## src/logic/sbcs_pkg.sv

```systemverilog
// Shared constants, encodings and carrier types of the burst counter and sleep control.
package sbcs_pkg;

	// ------------------------------------------------------------
	// Widths
	// ------------------------------------------------------------
	localparam int ADDR_W = 21; // Full external address width.
	localparam int APB_ADDR_W = 12; // APB byte address width.
	localparam int BURST_W = 2; // Burst counter covers the two low address bits.
	localparam int SLEEP_CNT_W = 2; // Width of the entry and exit delay counter.
	localparam int ENTRY_CNT_W = 16; // Width of the sleep entry event counter.

	// ------------------------------------------------------------
	// Sleep timing, in clock cycles
	// ------------------------------------------------------------
	localparam int SLEEP_ENTRY_TIME = 2; // Entry delay, in cycles.
	localparam int SLEEP_RECOVERY_TIME = 2; // Wake-up delay, in cycles.
	localparam logic [SLEEP_CNT_W-1:0] SLEEP_ENTRY_LAST = SLEEP_CNT_W'(SLEEP_ENTRY_TIME - 1);
	localparam logic [SLEEP_CNT_W-1:0] SLEEP_RECOVERY_LAST = SLEEP_CNT_W'(SLEEP_RECOVERY_TIME - 1);
	localparam logic [SLEEP_CNT_W-1:0] SLEEP_CNT_FIRST = 2'h1; // Count on the first delay cycle.

	// ------------------------------------------------------------
	// Register map (byte addresses) and field positions
	// ------------------------------------------------------------
	localparam logic [APB_ADDR_W-1:0] REG_CONTROL = 12'h000; // Burst order override.
	localparam logic [APB_ADDR_W-1:0] REG_STATUS = 12'h004; // Sleep and burst state.
	localparam logic [APB_ADDR_W-1:0] REG_ACCESS_ADDR = 12'h008; // Last access address.
	localparam logic [APB_ADDR_W-1:0] REG_SLEEP_COUNT = 12'h00c; // Sleep entries seen.
	localparam int CTRL_OVR_EN_BIT = 0; // Take burst order from the register.
	localparam int CTRL_OVR_VAL_BIT = 1; // Burst order when overridden.
	localparam int STAT_SLEEP_LSB = 0; // One-hot sleep state, four bits.
	localparam int STAT_BURST_BIT = 4; // A burst is open.
	localparam int STAT_COUNT_LSB = 5; // Burst count, two bits.
	localparam int STAT_ORDER_BIT = 7; // Burst order in effect.
	localparam int STAT_REQ_BIT = 8; // Synchronised sleep request.
	localparam logic [1:0] CONTROL_RESET = 2'h0; // Order follows the pin after reset.

	// ------------------------------------------------------------
	// Types
	// ------------------------------------------------------------
	typedef enum logic [3:0] {
		SLP_AWAKE = 4'h1,
		SLP_ENTERING = 4'h2,
		SLP_ASLEEP = 4'h4,
		SLP_WAKING = 4'h8
	} sbcs_sleep_state_t;

	typedef struct packed {
		logic load; // Load a new start value.
		logic advance; // Step to the next burst address.
		logic interleaved; // High selects interleaved order.
		logic [BURST_W-1:0] start; // Start value from the external address.
	} sbcs_burst_cmd_t;

	typedef struct packed {
		logic [BURST_W-1:0] start;
		logic [BURST_W-1:0] count;
		logic [BURST_W-1:0] low;
	} sbcs_ctr_state_t;

	typedef struct packed {
		sbcs_sleep_state_t sleepState;
		logic [SLEEP_CNT_W-1:0] sleepCnt;
		logic [1:0] control;
		logic [ADDR_W-1:BURST_W] accessHigh;
		logic accessValid;
		logic dqOutEnable;
		logic burstRead; // Direction of the open burst, kept through sleep.
		logic burstActive;
		logic [ENTRY_CNT_W-1:0] sleepEntries;
		logic [31:0] prdata;
		logic pslverr;
	} sbcs_top_state_t;

	localparam sbcs_ctr_state_t CTR_RESET = '{start: 2'h0, count: 2'h0, low: 2'h0};
	localparam sbcs_top_state_t TOP_RESET = '{sleepState: SLP_AWAKE, sleepCnt: 2'h0,
		control: CONTROL_RESET, accessHigh: '0, accessValid: 1'b0, dqOutEnable: 1'b0,
		burstRead: 1'b0, burstActive: 1'b0, sleepEntries: 16'h0000,
		prdata: 32'h00000000, pslverr: 1'b0};

endpackage

```

## src/logic/sbcs_top.sv

```systemverilog
// Burst address sequencing and sleep control of the burst SRAM, with an APB slave.
`timescale 1ns/1ps
// Behaviour
// - Linear order increments low bits modulo four.
// - Interleaved order XORs start with count.
// - Sleep entered two cycles after request rises.
// - Burst state and access address kept during sleep.
// - Normal operation two cycles after request falls.
// - Asleep: deselected, inputs ignored, outputs off.
// - Sleep request is asynchronous and active high.
// - Sleep holds for as long as request stays high.
// - Order select low linear, high interleaved.
// - Advance steps counter, low loads start.
// - Burst counter is two bits wide.
// - Clock hold freezes counter and access state while awake or entering sleep.
module sbcs_top (
	input wire logic ref_clk,
	input wire logic rstn,
	input wire logic psel,
	input wire logic penable,
	input wire logic pwrite,
	input wire logic [sbcs_pkg::APB_ADDR_W-1:0] paddr,
	input wire logic [31:0] pwdata,
	output logic [31:0] prdata,
	output logic pready,
	output logic pslverr,
	input wire logic sleepRequest,
	input wire logic burstOrderSelect,
	input wire logic advanceLoad,
	input wire logic clockHold,
	input wire logic chipSelectN,
	input wire logic writeN,
	input wire logic [sbcs_pkg::ADDR_W-1:0] extAddr,
	output logic [sbcs_pkg::ADDR_W-1:0] accessAddr,
	output logic accessValid,
	output logic dqOutEnable,
	output logic sleepActive
);
	// ------------------------------------------------------------
	// Declarations
	// ------------------------------------------------------------
	sbcs_pkg::sbcs_top_state_t st; // Registered block state.
	sbcs_pkg::sbcs_top_state_t next_st; // Next block state.
	sbcs_pkg::sbcs_burst_cmd_t burstCmd; // Command to the burst counter.
	logic [1:0] syncPins; // Synchronised sleep request and order pin.
	logic syncReq; // Synchronised sleep request.
	logic syncOrder; // Synchronised burst order pin.
	logic effOrder; // Burst order in effect.
	logic operating; // Device answers commands this cycle.
	logic stepping; // Device takes its synchronous inputs this cycle.
	logic [sbcs_pkg::BURST_W-1:0] lowAddr; // Low address bits from the counter.
	logic [sbcs_pkg::BURST_W-1:0] burstCount; // Steps taken since the load.
	logic apbSetup; // APB setup phase.
	logic apbWrite; // APB write completes this cycle.
	logic [31:0] readData; // Read value for the addressed register.
	logic readErr; // Address is unmapped.

	// ------------------------------------------------------------
	// Input synchronisers
	// ------------------------------------------------------------
	// The sleep request is not qualified by the clock, so it is brought into the
	// domain before any state looks at it; the order pin is a strap and rides along.
	sbcs_sync #(
		.WIDTH(2)
	) u_sync (
		.ref_clk(ref_clk),
		.rstn(rstn),
		.asyncIn({burstOrderSelect, sleepRequest}),
		.syncOut(syncPins)
	);

	assign syncReq = syncPins[0];
	assign syncOrder = syncPins[1];

	// ------------------------------------------------------------
	// Burst counter
	// ------------------------------------------------------------
	// Software may take the order over from the pin; after reset the pin rules.
	assign effOrder = st.control[sbcs_pkg::CTRL_OVR_EN_BIT] ?
		st.control[sbcs_pkg::CTRL_OVR_VAL_BIT] : syncOrder;

	// Commands are taken while awake or still entering sleep.
	assign operating = (st.sleepState == sbcs_pkg::SLP_AWAKE) ||
		(st.sleepState == sbcs_pkg::SLP_ENTERING);

	// A held clock edge is ignored by the access path while operating.
	assign stepping = operating && !clockHold;

	// Load on a selected command with advance low; step on advance within a burst.
	always_comb begin
		burstCmd.load = stepping && !advanceLoad && !chipSelectN;
		burstCmd.advance = stepping && advanceLoad && st.burstActive;
		burstCmd.interleaved = effOrder;
		burstCmd.start = extAddr[sbcs_pkg::BURST_W-1:0];
	end

	sbcs_burst_counter u_counter (
		.ref_clk(ref_clk),
		.rstn(rstn),
		.cmd(burstCmd),
		.lowAddr(lowAddr),
		.burstCount(burstCount)
	);

	// ------------------------------------------------------------
	// APB decode
	// ------------------------------------------------------------
	assign apbSetup = psel && !penable;
	assign apbWrite = psel && penable && pwrite;

	// Read value of the addressed register; unmapped addresses answer with an error.
	always_comb begin
		readData = 32'h00000000;
		readErr = 1'b0;
		unique case (paddr)
			sbcs_pkg::REG_CONTROL: begin
				readData[1:0] = st.control;
			end
			sbcs_pkg::REG_STATUS: begin
				readData[sbcs_pkg::STAT_SLEEP_LSB +: 4] = st.sleepState;
				readData[sbcs_pkg::STAT_BURST_BIT] = st.burstActive;
				readData[sbcs_pkg::STAT_COUNT_LSB +: 2] = burstCount;
				readData[sbcs_pkg::STAT_ORDER_BIT] = effOrder;
				readData[sbcs_pkg::STAT_REQ_BIT] = syncReq;
			end
			sbcs_pkg::REG_ACCESS_ADDR: begin
				readData[sbcs_pkg::ADDR_W-1:0] = {st.accessHigh, lowAddr};
			end
			sbcs_pkg::REG_SLEEP_COUNT: begin
				readData[sbcs_pkg::ENTRY_CNT_W-1:0] = st.sleepEntries;
			end
			default: begin
				readErr = 1'b1;
			end
		endcase
	end

	// ------------------------------------------------------------
	// Next state
	// ------------------------------------------------------------
	always_comb begin
		next_st = st;

		// Sleep sequencing runs on every edge, whatever the clock hold says.
		unique case (st.sleepState)
			sbcs_pkg::SLP_AWAKE: begin
				// A request seen here starts the entry delay.
				if (syncReq) begin
					next_st.sleepState = sbcs_pkg::SLP_ENTERING;
					next_st.sleepCnt = sbcs_pkg::SLEEP_CNT_FIRST;
				end
			end
			sbcs_pkg::SLP_ENTERING: begin
				// A request that drops early returns to normal at once.
				if (!syncReq) begin
					next_st.sleepState = sbcs_pkg::SLP_AWAKE;
				end else if (st.sleepCnt == sbcs_pkg::SLEEP_ENTRY_LAST) begin
					next_st.sleepState = sbcs_pkg::SLP_ASLEEP;
					next_st.sleepEntries = sbcs_pkg::ENTRY_CNT_W'(st.sleepEntries + 16'h0001);
				end else begin
					next_st.sleepCnt = sbcs_pkg::SLEEP_CNT_W'(st.sleepCnt + 2'h1);
				end
			end
			sbcs_pkg::SLP_ASLEEP: begin
				// Sleep is held for as long as the request stays high.
				if (!syncReq) begin
					next_st.sleepState = sbcs_pkg::SLP_WAKING;
					next_st.sleepCnt = sbcs_pkg::SLEEP_CNT_FIRST;
				end
			end
			sbcs_pkg::SLP_WAKING: begin
				// A fresh request during recovery goes straight back to sleep.
				if (syncReq) begin
					next_st.sleepState = sbcs_pkg::SLP_ASLEEP;
				end else if (st.sleepCnt == sbcs_pkg::SLEEP_RECOVERY_LAST) begin
					next_st.sleepState = sbcs_pkg::SLP_AWAKE;
				end else begin
					next_st.sleepCnt = sbcs_pkg::SLEEP_CNT_W'(st.sleepCnt + 2'h1);
				end
			end
			default: begin
				// An illegal code recovers to the awake state.
				next_st.sleepState = sbcs_pkg::SLP_AWAKE;
				next_st.sleepCnt = 2'h0;
			end
		endcase

		// Access path: commands are taken only while operating and not held.
		if (stepping) begin
			if (!advanceLoad) begin
				if (!chipSelectN) begin
					// New burst from the external address.
					next_st.accessHigh = extAddr[sbcs_pkg::ADDR_W-1:sbcs_pkg::BURST_W];
					next_st.accessValid = 1'b1;
					next_st.burstActive = 1'b1;
					next_st.dqOutEnable = writeN;
					next_st.burstRead = writeN;
				end else begin
					// Deselect ends any open burst.
					next_st.accessValid = 1'b0;
					next_st.burstActive = 1'b0;
					next_st.dqOutEnable = 1'b0;
				end
			end else if (!st.burstActive) begin
				// Continue after a deselect stays deselected.
				next_st.accessValid = 1'b0;
				next_st.dqOutEnable = 1'b0;
			end else begin
				// Continue within the burst; this also brings the outputs back after sleep.
				next_st.accessValid = 1'b1;
				next_st.dqOutEnable = st.burstRead;
			end
		end else if (!operating) begin
			// Asleep or recovering: deselected, burst state and address kept.
			next_st.accessValid = 1'b0;
			next_st.dqOutEnable = 1'b0;
		end

		// Register writes complete in the access phase, which never waits.
		if (apbWrite && paddr == sbcs_pkg::REG_CONTROL) begin
			next_st.control = pwdata[1:0];
		end

		// Read data and error are captured in the setup phase for the access phase.
		if (apbSetup) begin
			next_st.prdata = pwrite ? 32'h00000000 : readData;
			next_st.pslverr = readErr;
		end
	end

	// ------------------------------------------------------------
	// State register
	// ------------------------------------------------------------
	always_ff @(posedge ref_clk or negedge rstn) begin
		if (!rstn) begin
			st <= sbcs_pkg::TOP_RESET;
		end else begin
			st <= next_st;
		end
	end

	// ------------------------------------------------------------
	// Outputs
	// ------------------------------------------------------------
	assign prdata = st.prdata;
	assign pslverr = st.pslverr;
	assign pready = psel && penable; // Zero wait states.
	assign accessAddr = {st.accessHigh, lowAddr};
	assign accessValid = st.accessValid;
	assign dqOutEnable = st.dqOutEnable;
	assign sleepActive = (st.sleepState == sbcs_pkg::SLP_ASLEEP);
endmodule

```

## src/logic/sbcs_sync.sv

```systemverilog
// Two-flip-flop synchroniser for levels that arrive from outside the clock domain.
`timescale 1ns/1ps
module sbcs_sync #(
	parameter int WIDTH = 2
) (
	input wire logic ref_clk,
	input wire logic rstn,
	input wire logic [WIDTH-1:0] asyncIn,
	output logic [WIDTH-1:0] syncOut
);
	// ------------------------------------------------------------
	// State
	// ------------------------------------------------------------
	typedef struct packed {
		logic [WIDTH-1:0] meta; // First stage, read only by the second.
		logic [WIDTH-1:0] stable; // Second stage, safe to use.
	} sbcs_sync_state_t;

	sbcs_sync_state_t st; // Registered state.
	sbcs_sync_state_t next_st; // Next state.

	// Shift the input through both stages.
	always_comb begin
		next_st.meta = asyncIn;
		next_st.stable = st.meta;
	end

	// Both stages clear to low, the idle level of the sampled pins.
	always_ff @(posedge ref_clk or negedge rstn) begin
		if (!rstn) begin
			st <= '0;
		end else begin
			st <= next_st;
		end
	end

	assign syncOut = st.stable;
endmodule

```

## src/logic/sbcs_burst_counter.sv

```systemverilog
// Two-bit burst address counter with linear and interleaved order.
`timescale 1ns/1ps
module sbcs_burst_counter (
	input wire logic ref_clk,
	input wire logic rstn,
	input wire sbcs_pkg::sbcs_burst_cmd_t cmd,
	output logic [sbcs_pkg::BURST_W-1:0] lowAddr,
	output logic [sbcs_pkg::BURST_W-1:0] burstCount
);
	sbcs_pkg::sbcs_ctr_state_t st; // Registered counter state.
	sbcs_pkg::sbcs_ctr_state_t next_st; // Next counter state.
	logic [sbcs_pkg::BURST_W-1:0] stepCount; // Count after one step.

	// ------------------------------------------------------------
	// Next address
	// ------------------------------------------------------------
	// The count is two bits wide, so the fourth step wraps it back to zero and the
	// sequence repeats from the loaded start until a new load.
	always_comb begin
		next_st = st;
		stepCount = sbcs_pkg::BURST_W'(st.count + 2'h1);
		if (cmd.load) begin
			next_st.start = cmd.start;
			next_st.count = 2'h0;
			next_st.low = cmd.start;
		end else if (cmd.advance) begin
			next_st.count = stepCount;
			if (cmd.interleaved) begin
				next_st.low = st.start ^ stepCount;
			end else begin
				next_st.low = sbcs_pkg::BURST_W'(st.start + stepCount);
			end
		end
	end

	// Counter register.
	always_ff @(posedge ref_clk or negedge rstn) begin
		if (!rstn) begin
			st <= sbcs_pkg::CTR_RESET;
		end else begin
			st <= next_st;
		end
	end

	assign lowAddr = st.low;
	assign burstCount = st.count;
endmodule

```

## config.mk

```make
export PLATFORM = sky130hd
export DESIGN_NAME = sbcs_top
export DESIGN_NICKNAME = d
export VERILOG_FILES = /design/src/logic/sbcs_pkg.sv /design/src/logic/sbcs_top.sv /design/src/logic/sbcs_sync.sv /design/src/logic/sbcs_burst_counter.sv
export SDC_FILE = /design/constraint.sdc
export NUM_CORES = 1
export LEC_CHECK = 0
export CAP_MARGIN = 10
export CELL_PAD_IN_SITES_DETAIL_PLACEMENT = 2
export CELL_PAD_IN_SITES_GLOBAL_PLACEMENT = 2
export CORE_UTILIZATION = 30
export CTS_CLUSTER_SIZE = 28
export DETAILED_ROUTE_END_ITERATION = 10
export DONT_BUFFER_PORTS = 1
export PLACE_DENSITY = 0.76
export SETUP_SLACK_MARGIN = 0.05
export SKIP_LAST_GASP = 1
export SLEW_MARGIN = 0
export SYNTH_ARGS = -nofsm -noshare
export SYNTH_HDL_FRONTEND = slang
export SYNTH_SLANG_ARGS = --single-unit
```

## constraint.sdc

```tcl
create_clock -name ref_clk -period 4.1 [get_ports ref_clk]
set_input_delay 0.615 -clock ref_clk [delete_from_list [all_inputs] [get_ports ref_clk]]
set_output_delay 0.615 -clock ref_clk [all_outputs]
set_load 0.05 [all_outputs]
```

Word level (Yosys, flattened, before mapping)
Cells that the tools add are included.
W data, S select, Z words.
Cells by class
  add/sub/neg operators: 4
  equality and inequality tests: 15
  mux-type cells: 26
  bitwise gates (word level): 3
  reductions and logical operators: 22
Operators with widths (number)
  $eq A12 B4 Y1 const B: 2
  $mux W4: 6
  $pmux W6 S4: 1
  $mux W21: 1
  $pmux W7 S3: 1
  $mux W2: 9
  $add A16 B1 Y16 const B: 1
  $pmux W7 S2: 1
  $eq A12 B3 Y1 const B: 1
  $logic_not A12 Y1: 1
  $mux W6: 2
  $logic_and A1 B1 Y1: 9
  $pmux W2 S4: 1
  $reduce_and A4 Y1: 2
  $ne A2 B1 Y1 const B: 3
  $reduce_and A3 Y1: 2
  $mux W5: 1
  $add A2 B1 Y2 const B: 2
  $eq A4 B1 Y1 const B: 1
  $eq A4 B2 Y1 const B: 1
  $eq A4 B3 Y1 const B: 1
  $eq A4 B4 Y1 const B: 1
  $logic_not A1 Y1: 4
  $ne A2 B2 Y1 const B: 2
  11 further kinds: 14
Storage, ports and cells
  bits in registers: 90
  output and inout bits: 58

Longest topological paths before layout
Gate-level depths: netlist of the first run.
  depth after elaboration: 7
  gate-level depth with buffers: 7
  gate-level depth less buffers: 6

Cells and area by module
From an unflattened synthesis of the first run, not the netlist that was laid out.
Unflattened totals
  cell total of the unflattened synthesis: 374
  area, all modules: 4076.4 µm²
By module, submodules not included
  sbcs_top: times used 1, cells an instance 340, area an instance 3656.0 µm², seq. area each 1727.9 µm²
  sbcs_burst_counter: times used 1, cells an instance 30, area an instance 320.3 µm², seq. area each 150.1 µm²
  sbcs_sync: times used 1, cells an instance 4, area an instance 100.1 µm², seq. area each 100.1 µm²

Worst setup path after synthesis of the first run
Ideal clock, no wire load.
  path kind: register -> output
  from: register st[79] in the netlist's numbering
  to: output sleepActive
  data arrival time: 1.824 ns
  data required time: 3.485 ns
  path slack: 1.661 ns
  stages on the path, launching flop included: 4
  path buffers: 1
  path through: dfrtp_1 clkbuf_1 nand2b_1 nor3_1
Between the ends
  cells in the longest elaborated chain, start to end: 1
RTL lines
  start, declared: line sbcs_top.sv:42  | sbcs_pkg::sbcs_top_state_t st;
  start signal, assigned: line sbcs_top.sv:236  | st <= sbcs_pkg::TOP_RESET;
  start signal, assigned: line sbcs_top.sv:238  | st <= next_st;
  $eq A4 B3 Y1: line sbcs_top.sv:251  | assign sleepActive = (st.sleepState == sbcs_pkg::SLP_ASLEEP);
  end, declared: line sbcs_top.sv:37  | output logic sleepActive
Every way passes these cells.

Final worst setup path of the first run
Ends and elaborated chain as after synthesis.

==> metrics, run 1 <==
status=complete, no violations; port bufs=0; Yosys warning count=0; Inserted Clock Buffers=9; Routed Antenna Nets=0; Worst-Margin Slew=about 1.0 ns; # setup viols final=0; grt total ovfl=0; post-CTS setup buffers=0; register area=a little under 0.002 mm^2; core area=between 0.01 and 0.015 mm^2; die extent in x=~120 um; row count=42; Detailed Route Iter0 Violations=approximately 180; DR vias=~2800; I/O pin cnt=between 100 and 150; final hold vios=0; CP Max Fanout=14; GP Congestion=about 0.73; Leak=around 1.9 nW; max_slew headroom=0.335; top cells by area, synth=dfrtp_1 48%, buf_4 10%, nand2_1 9.0%; gr usage total=0.155; Worst-Skew Late Latency=0.34 ns; Routed WL=around 10000 um; initial antenna violation count=0; Worst-path clk slew=about 0.050 ns; Pre-Repair DR Iteration Count=4; share of post-route cells with drive strength above 1=0.0868; vias per cell=~5; clock tree buffer depth=2; Post-synth EDFFs=0; post-route setup slack=1.60 ns; worst hold path type=input pin to async pin; list of most frequent post-synthesis cells=97 x nand2_1, 78 x dfrtp_1, 54 x buf_4; #FFs+latches synth=79; register area share after synthesis=0.489; Crit path required time=3.48 ns; R2R setup slack=1.69 ns; fmax=~0.40 GHz; Synth Instances=424; first-pass GRT wire length=16600 um; count leader, synth=nand2_1; # clock sinks=roughly 80; DRC viols=0; count of final max-slew check failures=0; nets@finish=around 450; FILL cells=about 1400; max_cap viols=0; CTS tree=built; ys async rst share=1.00; largest net degree at the start of global routing=a little under 80; Yosys cell types=43; mapped cell area=around 0.004 mm^2; Synth area leader=dfrtp_1; DR WL/cell=about 18 um; Max Clock Skew=approximately 0.0087 ns; reg2reg end=u_counter.lowAddr[1]$_DFFE_PN0P_; RSZ-0062 raised after global routing=no; CP Launch Type=flip-flop; FF-to-FF Start=st[79]$_DFFE_PN0P_; share of the synthesized area in the top cell type=0.482; WS Path Type=flip-flop to output pin; Final HPWL DP=7030 um; Starting Density=0.307; Worst Reg2Reg Path Length in Cells=4; H-tree depth=3; VDD IR max=0.229 mV; post-placement setup slack=between 1.5 and 2 ns; die area=about 0.014 mm^2; Data arrival, critical path=about 1.9 ns; Die Span Y=118 um; Period Utilization, post-route=0.609; Critical Path Sink Type=output pin; Tot Pwr=2.79 mW; vias in the first global route=2987; Mapped Avg Cell Area=9.55 um^2; area added between synthesis and finish=3.18%; Power Density=between 600 and 700 mW/mm^2; setup TNS=0 ns; footprint of the multi-input gates=approximately 0.0016 mm^2; most common flop cell mapped by yosys=dfrtp_1; root buf cell=clkbuf_16; antenna cell count=0; minimum clock period after layout=around 2.5 ns
==> kinds of logic (layout without fill, tap and decap cells) <==
| group | Yosys count | in the layout | share of synthesized area |
|---|---|---|---|
| multiplexers | 20 | 20 | 0.0581 |
| adder cells (fa/ha/maj) | 3 | 3 | 0.00927 |
| other | 1 | 11 | 0.000926 |
| buffers and inverters | 81 | 27 | 0.126 |
| XOR/XNOR | 22 | 22 | 0.0476 |
| AND/OR/NAND/NOR | 167 | 167 | 0.196 |
| flip-flops | 79 | 79 | 0.489 |
| AO/OA/AOI/OAI | 51 | 51 | 0.0742 |
==> cells in the final DEF (no fill, tap or decap), drive strengths merged, types with 2 or more instances in the layout <==
cell type and n:
xor2 7, xnor2 15, and2 2, nand3b 3, mux2i 10, nand2 97
nor2 12, buf 2, clkinv 4, dfrtp 78, and3 2, a21oi 4
nor4 5, mux2 8, nand2b 9, nor2b 2, ha 3, nor3 8
nand3 6, clkbuf 11, or3b 2, or3 4, inv 9, o21ai 32
a22o 2, and4 3, nand4 7, mux4 2, or4 4, a22oi 6
conb 11
==> metrics by stage <==
stage	utilization	hold slack, ns	cells	cell area [um^2]
2_1_floorplan	-	0.319	434	4090
3_3_place_gp	0.292	0.321	539	3850
3_5_place_dp	0.292	0.321	539	3850
4_1_cts	0.317	0.105	556	4180
5_1_grt	0.317	0.107	556	4180
6_report	0.317	0.119	556	4180
==> what timing repair did <==
action                    in CTS  in global routing
hold buffers                   1                  0
hold endpoints to repair      78                  0
gates resized for setup        0                  0
==> layout make-up <==
| class | instances | area share |
|---|---|---|
| flip-flops and latches | 79 | 0.473 |
| repair buffers | 2 | 0.00839 |
| inverters | 9 | 0.00809 |
| well taps | 176 | 0.0527 |
| clock buffers | 11 | 0.0581 |
| multi-input cells | 274 | 0.385 |
| clock inverters | 5 | 0.0138 |
==> worst max-delay path by stage <==
stage	start	endpoint	depth (start not counted)
final	st[79]$_DFFE_PN0P_	sleepActive	2
after global routing	st[79]$_DFFE_PN0P_	u_counter.lowAddr[1]$_DFFE_PN0P_	4
after CTS	st[79]$_DFFE_PN0P_	sleepActive	2
after detailed placement	clockHold	u_counter.lowAddr[1]$_DFFE_PN0P_	4
after global placement	penable	prdata[10]$_DFFE_PN0P_	3
after floorplan	st[79]$_DFFE_PN0P_	sleepActive	3
==> power breakdown <==
part	switching (mW)	internal, mW
clock	0.324	0.488
sequential	0.568	0.935
combinational	0.270	0.205
==> routing by layer <==
layer  wire length, um  share of wire  global-route usage
met5                 0              0                   0
met4               205          0.020              0.0641
met3               718          0.071              0.0579
met2              5080           0.50               0.264
met1              4170           0.41               0.173
==> registers in the layout, indices dropped and copies added, names as in the netlist <==
register,cells
accessAddr,19
accessValid,1
dqOutEnable,1
prdata,21
pslverr,1
st,26
u_counter.burstCount,2
u_counter.lowAddr,2
u_counter.st,2
u_sync.next_st,2
u_sync.syncOut,2
==> worst max-delay path: stages (launching register included) <==
cell,delay [ns]
dfrtp_1,0.53
nand2b_1,0.30
nor3_2,0.70
Power figures use the tool's default switching activity.
==> run 2: changes to the inputs <==
--- a/config.mk
+++ b/config.mk
@@ -5,6 +5,7 @@
 export SDC_FILE = /design/constraint.sdc
 export NUM_CORES = 1
 export LEC_CHECK = 0
+export ABC_AREA = 1
 export CAP_MARGIN = 10
 export CELL_PAD_IN_SITES_DETAIL_PLACEMENT = 2
 export CELL_PAD_IN_SITES_GLOBAL_PLACEMENT = 2
@@ -12,7 +13,7 @@
 export CTS_CLUSTER_SIZE = 28
 export DETAILED_ROUTE_END_ITERATION = 10
 export DONT_BUFFER_PORTS = 1
-export PLACE_DENSITY = 0.76
+export PLACE_DENSITY = 0.82
 export SETUP_SLACK_MARGIN = 0.05
 export SKIP_LAST_GASP = 1
 export SLEW_MARGIN = 0
==> constraint.sdc (replaced) <==
create_clock -name ref_clk -period 2.2 [get_ports ref_clk]
set_input_delay 0.33 -clock ref_clk [delete_from_list [all_inputs] [get_ports ref_clk]]
set_output_delay 0.33 -clock ref_clk [all_outputs]
set_load 0.05 [all_outputs]
==> run 2 against run 1 <==
Net effect:
- the run now ends with hold timing left
- synthesized cell count rose by 31%
- setup slack worse by 1.3 ns
- worst hold slack lost 0.44 ns
- global-route usage increased by 1.7 points
- sequential power increased by 85%
- first-iteration DRC count shrank 51%
- via count is 22% higher
- critical path depth grew 9
==> metrics, run 2 <==
# setup viols final=0 (unchanged); nets@finish=600 (+32%); crit-path max cell delay=0.55 ns (-0.15 ns); Worst-Margin Slew=0.602 ns (-0.395 ns); FF-to-FF Start=st[76]$_DFFE_PN1P_; Detailed Route Iter0 Violations=89 (-51%); Worst-Skew Late Latency=0.35 ns (about the same); #FFs+latches synth=79 (unchanged); Crit path required time=2.49 ns (-0.99 ns); CP Launch Point=st[76]$_DFFE_PN1P_; share of post-route cells with drive strength above 1=0.0817 (-0.00509); power share of the sequential group=0.503 (-0.036); register area share after synthesis=0.457 (-0.0311); Period Utilization, post-route=0.843; RSZ-0062 raised after global routing=no; Biggest register=st; register area=0.00198 mm^2 (unchanged); Max Clock Skew=0.00849 ns (-0.000239 ns); Critical Path Sink Type=flip-flop; setup TNS=0 ns (unchanged); share of the synthesized area in the top cell type=0.451 (-0.0307); crit path buf inv count=3 (+3); Leak=2.24 nW (+19%); Yosys warning count=0 (unchanged); Synth area leader=dfrtp_1; VDD IR max=0.691 mV (+200%); largest net degree at the start of global routing=80 (+1.3%); CP Launch Type=flip-flop; Inserted Clock Buffers=9 (unchanged); core area=0.0140 mm^2 (+6.1%); worst hold path type=input pin to async pin; minimum clock period after layout=1.85 ns; Data arrival, critical path=2.14 ns (+0.26 ns); Power Density=1210 mW/mm^2 (+82%); Worst-path clk slew=0.06 ns (about the same); H-tree depth=3 (unchanged); CTS tree=built; GP Congestion=0.753 (+2.8%); grt total ovfl=0 (unchanged); post-CTS setup buffers=0 (unchanged); die area=0.0149 mm^2 (+6.7%); die extent in x=122 um (+3.3%); first-pass GRT wire length=19300 um (+16%); count of final max-slew check failures=0 (unchanged); max_slew headroom=0.598 (+0.263); antenna cell count=0 (unchanged); list of most frequent post-synthesis cells=185 x nand2_1, 78 x dfrtp_1, 62 x nand3_1; clock tree buffer depth=2 (unchanged); CP Max Fanout=23 (+9); row count=43 (+2.4%); cell family with most CP delay=simple AND/OR/NAND/NOR gates; DRC viols=0 (unchanged); mapped cell area=0.00432 mm^2 (+6.8%); Final HPWL DP=9140 um (+30%); DR WL/cell=17.1 um (-6.6%); vias per cell=4.79 (-4.1%); net load switching power=2.30 mW (+98%); count leader, synth=nand2_1; Starting Density=0.309 (+0.00216); status=complete, but fails checks; Die Span Y=122 um (+3.3%); max_cap viols=0 (unchanged); Yosys cell types=32 (-26%); initial antenna violation count=0 (unchanged); WS Path Type=flip-flop to flip-flop; Net Sw Frac=0.417 (+0.000620); most common flop cell mapped by yosys=dfrtp_1; port bufs=0 (unchanged); hold buffer count at cts=2 (+1); Post-synth EDFFs=0 (unchanged); FILL cells=1630 (+12%); Cell Chain, Critical Path=inv_2 -> nor2_1 -> nand2_1 -> nand2_4 -> nand3_4 -> inv_2 -> buf_12 -> nand2_2 -> nand2_1 -> nand2_1 -> nand2_1; gr usage total=0.172 (+0.0169); Synth Instances=557 (+31%); fmax=0.539 GHz; cts repair resizes=0 (unchanged); most frequent cells in the layout=185 x nand2_1, 78 x dfrtp_1, 62 x nand3_1; commonest non-fill, non-tap cell in the layout=nand2_1; top cells by area, synth=dfrtp_1 45%, nand2_1 16%, buf_4 9.4%; failing checks=hold timing; crit-path most repeated cell=nand2_1; area added between synthesis and finish=5.21%; footprint of the multi-input gates=0.00170 mm^2 (+5.7%); Mapped Avg Cell Area=7.76 um^2 (-19%); final hold vios=79 (+79); root buf cell=clkbuf_16; # clock sinks=79 (unchanged); Comb pwr share=0.176 (+0.006); Hold Slack=-0.325 ns (-0.444 ns); worst-path cell with the longest stage delay=dfstp_2; Routed Antenna Nets=0 (unchanged); P_int=3.22 mW (+98%); clock share of power=0.321 (+0.030); Pre-Repair DR Iteration Count=4 (unchanged); DR vias=3381 (+22%); max reg flops=26 (unchanged); ys async rst share=1.00 (unchanged); Routed WL=12100 um (+19%); vias in the first global route=3715 (+24%); I/O pin cnt=134 (unchanged)
==> run 2: cell types whose count changed after synthesis, moves of 6 or more <==
cell      change
nand2_1      +88
o22ai_1       +7
nand2b_1      -9
inv_1        +40
mux2_2        -8
o21ai_0       -6
clkbuf_1     -14
nor2_1       +16
a22oi_1       -6
mux2i_1      -10
nand3_1      +56
xnor2_1      -12
==> run 2: cell families (layout without fill, tap and decap cells) <==
group,after synthesis,after routing,share of synthesized area
and+or+nand+nor,302,302,0.303
buffers and inverters,121,80,0.158
DFF,79,79,0.457
AOI/OAI and AO/OA,39,39,0.0483
xor gates and xnor gates,12,12,0.0243
adders and majority gates,3,3,0.00868
other,1,11,0.000867
==> run 2: area by class of cell <==
class	count	area share
clock buffers	10	0.0525
multi-input cells	367	0.374
repair buffers	8	0.0171
inverters	56	0.0465
well taps	180	0.0495
flip-flops and latches	79	0.435
clock inverters	6	0.0256
==> run 2: worst register-to-register path, cell delays in order (launching register included) <==
cell and delay (ns):
dfstp_2 0.55, inv_2 0.04, nor2_1 0.08, nand2_1 0.13, nand2_4 0.14, nand3_4 0.21
inv_2 0.23, buf_12 0.19, nand2_2 0.06, nand2_1 0.07, nand2_1 0.05, nand2_1 0.05
==> run 2: per-layer routing <==
layer,part of all wire,track usage,routed length (um)
met1,0.41,0.191,4910
met2,0.53,0.314,6400
met3,0.054,0.0557,654
met4,0.0093,0.0412,112
met5,0,0,0
==> run 2: per-stage QoR <==
| stage | std cells | utilization | power, mW | setup slack [ns] | instance area, um^2 |
|---|---|---|---|---|---|
| CTS | 706 | 0.325 | 5.60 | 0.301 | 4550 |
| detailed placement | 688 | 0.298 | 3.80 | 0.314 | 4170 |
| global placement | 688 | 0.298 | 3.69 | 0.369 | 4170 |
| floorplan | 567 | - | 3.73 | 0.816 | 4360 |
| finish | 706 | 0.325 | 5.53 | 0.346 | 4550 |
| global route | 706 | 0.325 | 5.82 | 0.159 | 4550 |
==> run 2: power groups by stage <==
stage          logic [mW]  clock network, mW  registers (mW)
2_1_floorplan        1.72                  0            2.02
3_3_place_gp        0.898                  0            2.79
3_5_place_dp        0.984                  0            2.82
4_1_cts             0.997               1.82            2.79
5_1_grt              1.12               1.87            2.83
6_report            0.972               1.78            2.78
==> run 2: path summary, 6_finish.rpt <==
check | end | slack, ns | depth (start not counted)
worst max-delay path | u_counter.lowAddr[1]$_DFFE_PN0P_ | 0.35 | 11
worst min-delay path | prdata[4]$_DFFE_PN0P_ | -0.33 | 0
worst max register to register | u_counter.lowAddr[1]$_DFFE_PN0P_ | 0.35 | 11
worst min register to register | u_sync.syncOut[0]$_DFF_PN0_ | 0.35 | 0
max in group asynchronous | st[76]$_DFFE_PN1P_ | 2.32 | 0
min in group ref_clk | accessAddr[17]$_DFFE_PN0P_ | 0.10 | 2
==> run 3: changes to the inputs <==
==> constraint.sdc (replaced) <==
create_clock -name ref_clk -period 1.6 [get_ports ref_clk]
set_input_delay 0.24 -clock ref_clk [delete_from_list [all_inputs] [get_ports ref_clk]]
set_output_delay 0.24 -clock ref_clk [all_outputs]
set_load 0.05 [all_outputs]
==> run 3 against run 2 <==
Net effect:
- the run still ends with hold timing left
- sequential share of layout area down 5.5 points
- core utilization rose by 4.8 points
- die area unchanged
- register-to-register slack lost 0.32 ns
- worst hold slack worse by 0.089 ns
- cell area grew 15%
- first-iteration DRC count grew 20%
- total power increased by 53%
- cell count up 8.1%
- clock skew fell by 0.0034 ns
- wire length increased by 19%
- critical path type is now flip-flop to output pin
- highest routed layer unchanged
==> metrics, run 3 (same netlist as run 2, synthesis figures left out) <==
status=complete, but fails checks; failing checks=hold timing; CTS tree=built; hold buffer count at cts=11 (+9); core area=0.0140 mm^2 (unchanged); Worst-path clk slew=0.06 ns (about the same); Worst Reg2Reg Path Length in Cells=9 (-2); gr usage total=0.191 (+0.0195); Detailed Route Iter0 Violations=107 (+20%); I/O pin cnt=134 (unchanged); clock tree buffer depth=2 (unchanged); Worst-Margin Slew=0.574 ns (-0.0281 ns); Starting Density=0.309 (unchanged); CP Max Fanout=2 (-91%); port bufs=0 (unchanged); # setup viols final=0 (unchanged); M3 GR Usage=0.0510 (-0.00468); Leak=2.55 nW (+14%); vias per cell=4.92 (+2.7%); Inserted Clock Buffers=9 (unchanged); Routed WL=14300 um (+19%); Data arrival, critical path=1.34 ns (-0.80 ns); initial antenna violation count=0 (unchanged); FF-to-FF Start=st[76]$_DFFE_PN1P_; Power Density=1610 mW/mm^2 (+33%); count of final max-slew check failures=0 (unchanged); CP Launch Type=flip-flop; Period Utilization, post-route=0.986; utilization after layout=0.373 (+0.0479); worst hold path type=input pin to async pin; max_slew headroom=0.617 (+0.0187); GP Congestion=0.792 (+5.2%); final hold vios=79 (unchanged); post-route setup slack=0.0219 ns (-0.324 ns); vias in the first global route=4161 (+12%); Hold Slack=-0.414 ns (-0.0890 ns); R2R setup slack=0.03 ns (-0.32 ns); Die Span Y=122 um (unchanged); Final HPWL DP=9330 um (+2.2%); VDD IR max=1.08 mV (+57%); max reg flops=26 (unchanged); DR vias=3754 (+11%); Pre-Repair DR Iteration Count=4 (unchanged); first-pass GRT wire length=21500 um (+12%); Biggest register=st; reg2reg end=accessAddr[16]$_DFFE_PN0P_; DRC viols=0 (unchanged); Routed Antenna Nets=0 (unchanged); Worst-Skew Late Latency=0.35 ns (about the same); fmax=between 0.6 and 0.7 GHz; antenna cell count=0 (unchanged); commonest non-fill, non-tap cell in the layout=nand2_1; DR WL/cell=18.8 um (+9.7%); placed inst area=0.00442 mm^2 (+5.9%); minimum clock period after layout=roughly 1.6 ns; most frequent cells in the layout=164 x nand2_1, 75 x dfrtp_1, 54 x nand3_1; met2 usage=0.354 (+0.0399); share of post-route cells with drive strength above 1=0.235 (+0.153); Max Clock Skew=0.00508 ns (-0.00341 ns); FILL cells=1614 (-0.98%); die area=0.0149 mm^2 (unchanged); M1 GR Usage=0.209 (+0.0178); Crit path required time=1.36 ns (-1.13 ns); # clock sinks=79 (unchanged); grt total ovfl=0 (unchanged); area added between synthesis and finish=20.7%; GR peak layer=met2; die extent in x=122 um (unchanged); row count=43 (unchanged); H-tree depth=3 (unchanged); Design Area, Final=0.00522 mm^2 (+15%); post-placement setup slack=0.0279 ns (-0.286 ns); Critical Path Sink Type=output pin; WS Path Type=flip-flop to output pin; largest net degree at the start of global routing=80 (unchanged); RSZ-0062 raised after global routing=yes; nets@finish=657 (+9.5%); max_cap viols=0 (unchanged); root buf cell=clkbuf_16
-- run 3: cell types whose count changed in the layout (fill, tap and decap cells not counted), moves of 8 or more --
| cell | previous run | this run |
|---|---|---|
| nand3_1 | 62 | 54 |
| nor2_1 | 28 | 19 |
| nand2_1 | 185 | 164 |
| dlygate4sd3_1 | 2 | 11 |
| nand2_2 | 3 | 22 |
| buf_4 | 5 | 44 |
-- run 3: layout make-up --
class / instances / area [um^2] / area share
Multi-Input combinational cell: 367 / 1870 / 0.359
Tap cell: 180 / 225 / 0.0431
Sequential cell: 79 / 1980 / 0.380
Timing Repair Buffer: 65 / 622 / 0.119
Inverter: 56 / 219 / 0.0419
Clock buffer: 10 / 229 / 0.0439
Clock inverter: 6 / 68.8 / 0.0132
-- run 3: worst max-delay path: stages (launching register included) --
cell,delay [ns]
dfstp_2,0.56
buf_12,0.11
nor2_4,0.03
nand3_2,0.09
inv_2,0.05
buf_8,0.14
-- run 3: layer usage --
layer  vias to the layer above  wire [um]
li1                       1733          -
met1                      1908       5520
met2                        96       7830
met3                        17        691
met4                         0        278
met5                         -          0
-- run 3: how the worst max path moves through the flow --
stage | from | endpoint | slack, ns | cells after the start
after floorplan | st[76]$_DFFE_PN1P_ | u_counter.lowAddr[1]$_DFFE_PN0P_ | 0.22 | 11
after global placement | st[76]$_DFFE_PN1P_ | accessAddr[12]$_DFFE_PN0P_ | 0.08 | 8
after detailed placement | st[76]$_DFFE_PN1P_ | accessAddr[9]$_DFFE_PN0P_ | 0.03 | 9
after CTS | st[79]$_DFFE_PN0P_ | sleepActive | 0.05 | 5
after global routing | st[33]$_DFFE_PN0P_ | st[48]$_DFFE_PN0P_ | -0.05 | 8
final | st[76]$_DFFE_PN1P_ | sleepActive | 0.02 | 5
-- run 3: what timing repair did --
item,CTS,global route
buffers inserted,5,8
pin swaps,1,15
endpoints found under the hold margin,90,79
gates cloned,1,1
setup endpoints to repair,13,29
resized for setup,13,61
-- run 3: where the power goes --
group	switching, mW	internal [mW]	leakage [nW]
Sequential	0.810	2.44	1.03
Combinational	1.97	1.13	1.38
Clock	0.869	1.22	0.143
Total	3.65	4.78	2.55
-- run 3: metrics by stage --
step           total power [mW]  instances  TNS (ns)
2_1_floorplan              5.13        567         0
3_3_place_gp               5.42        721         0
3_5_place_dp               5.57        721         0
4_1_cts                    7.91        754         0
5_1_grt                    8.85        763    -0.197
6_report                   8.43        763         0
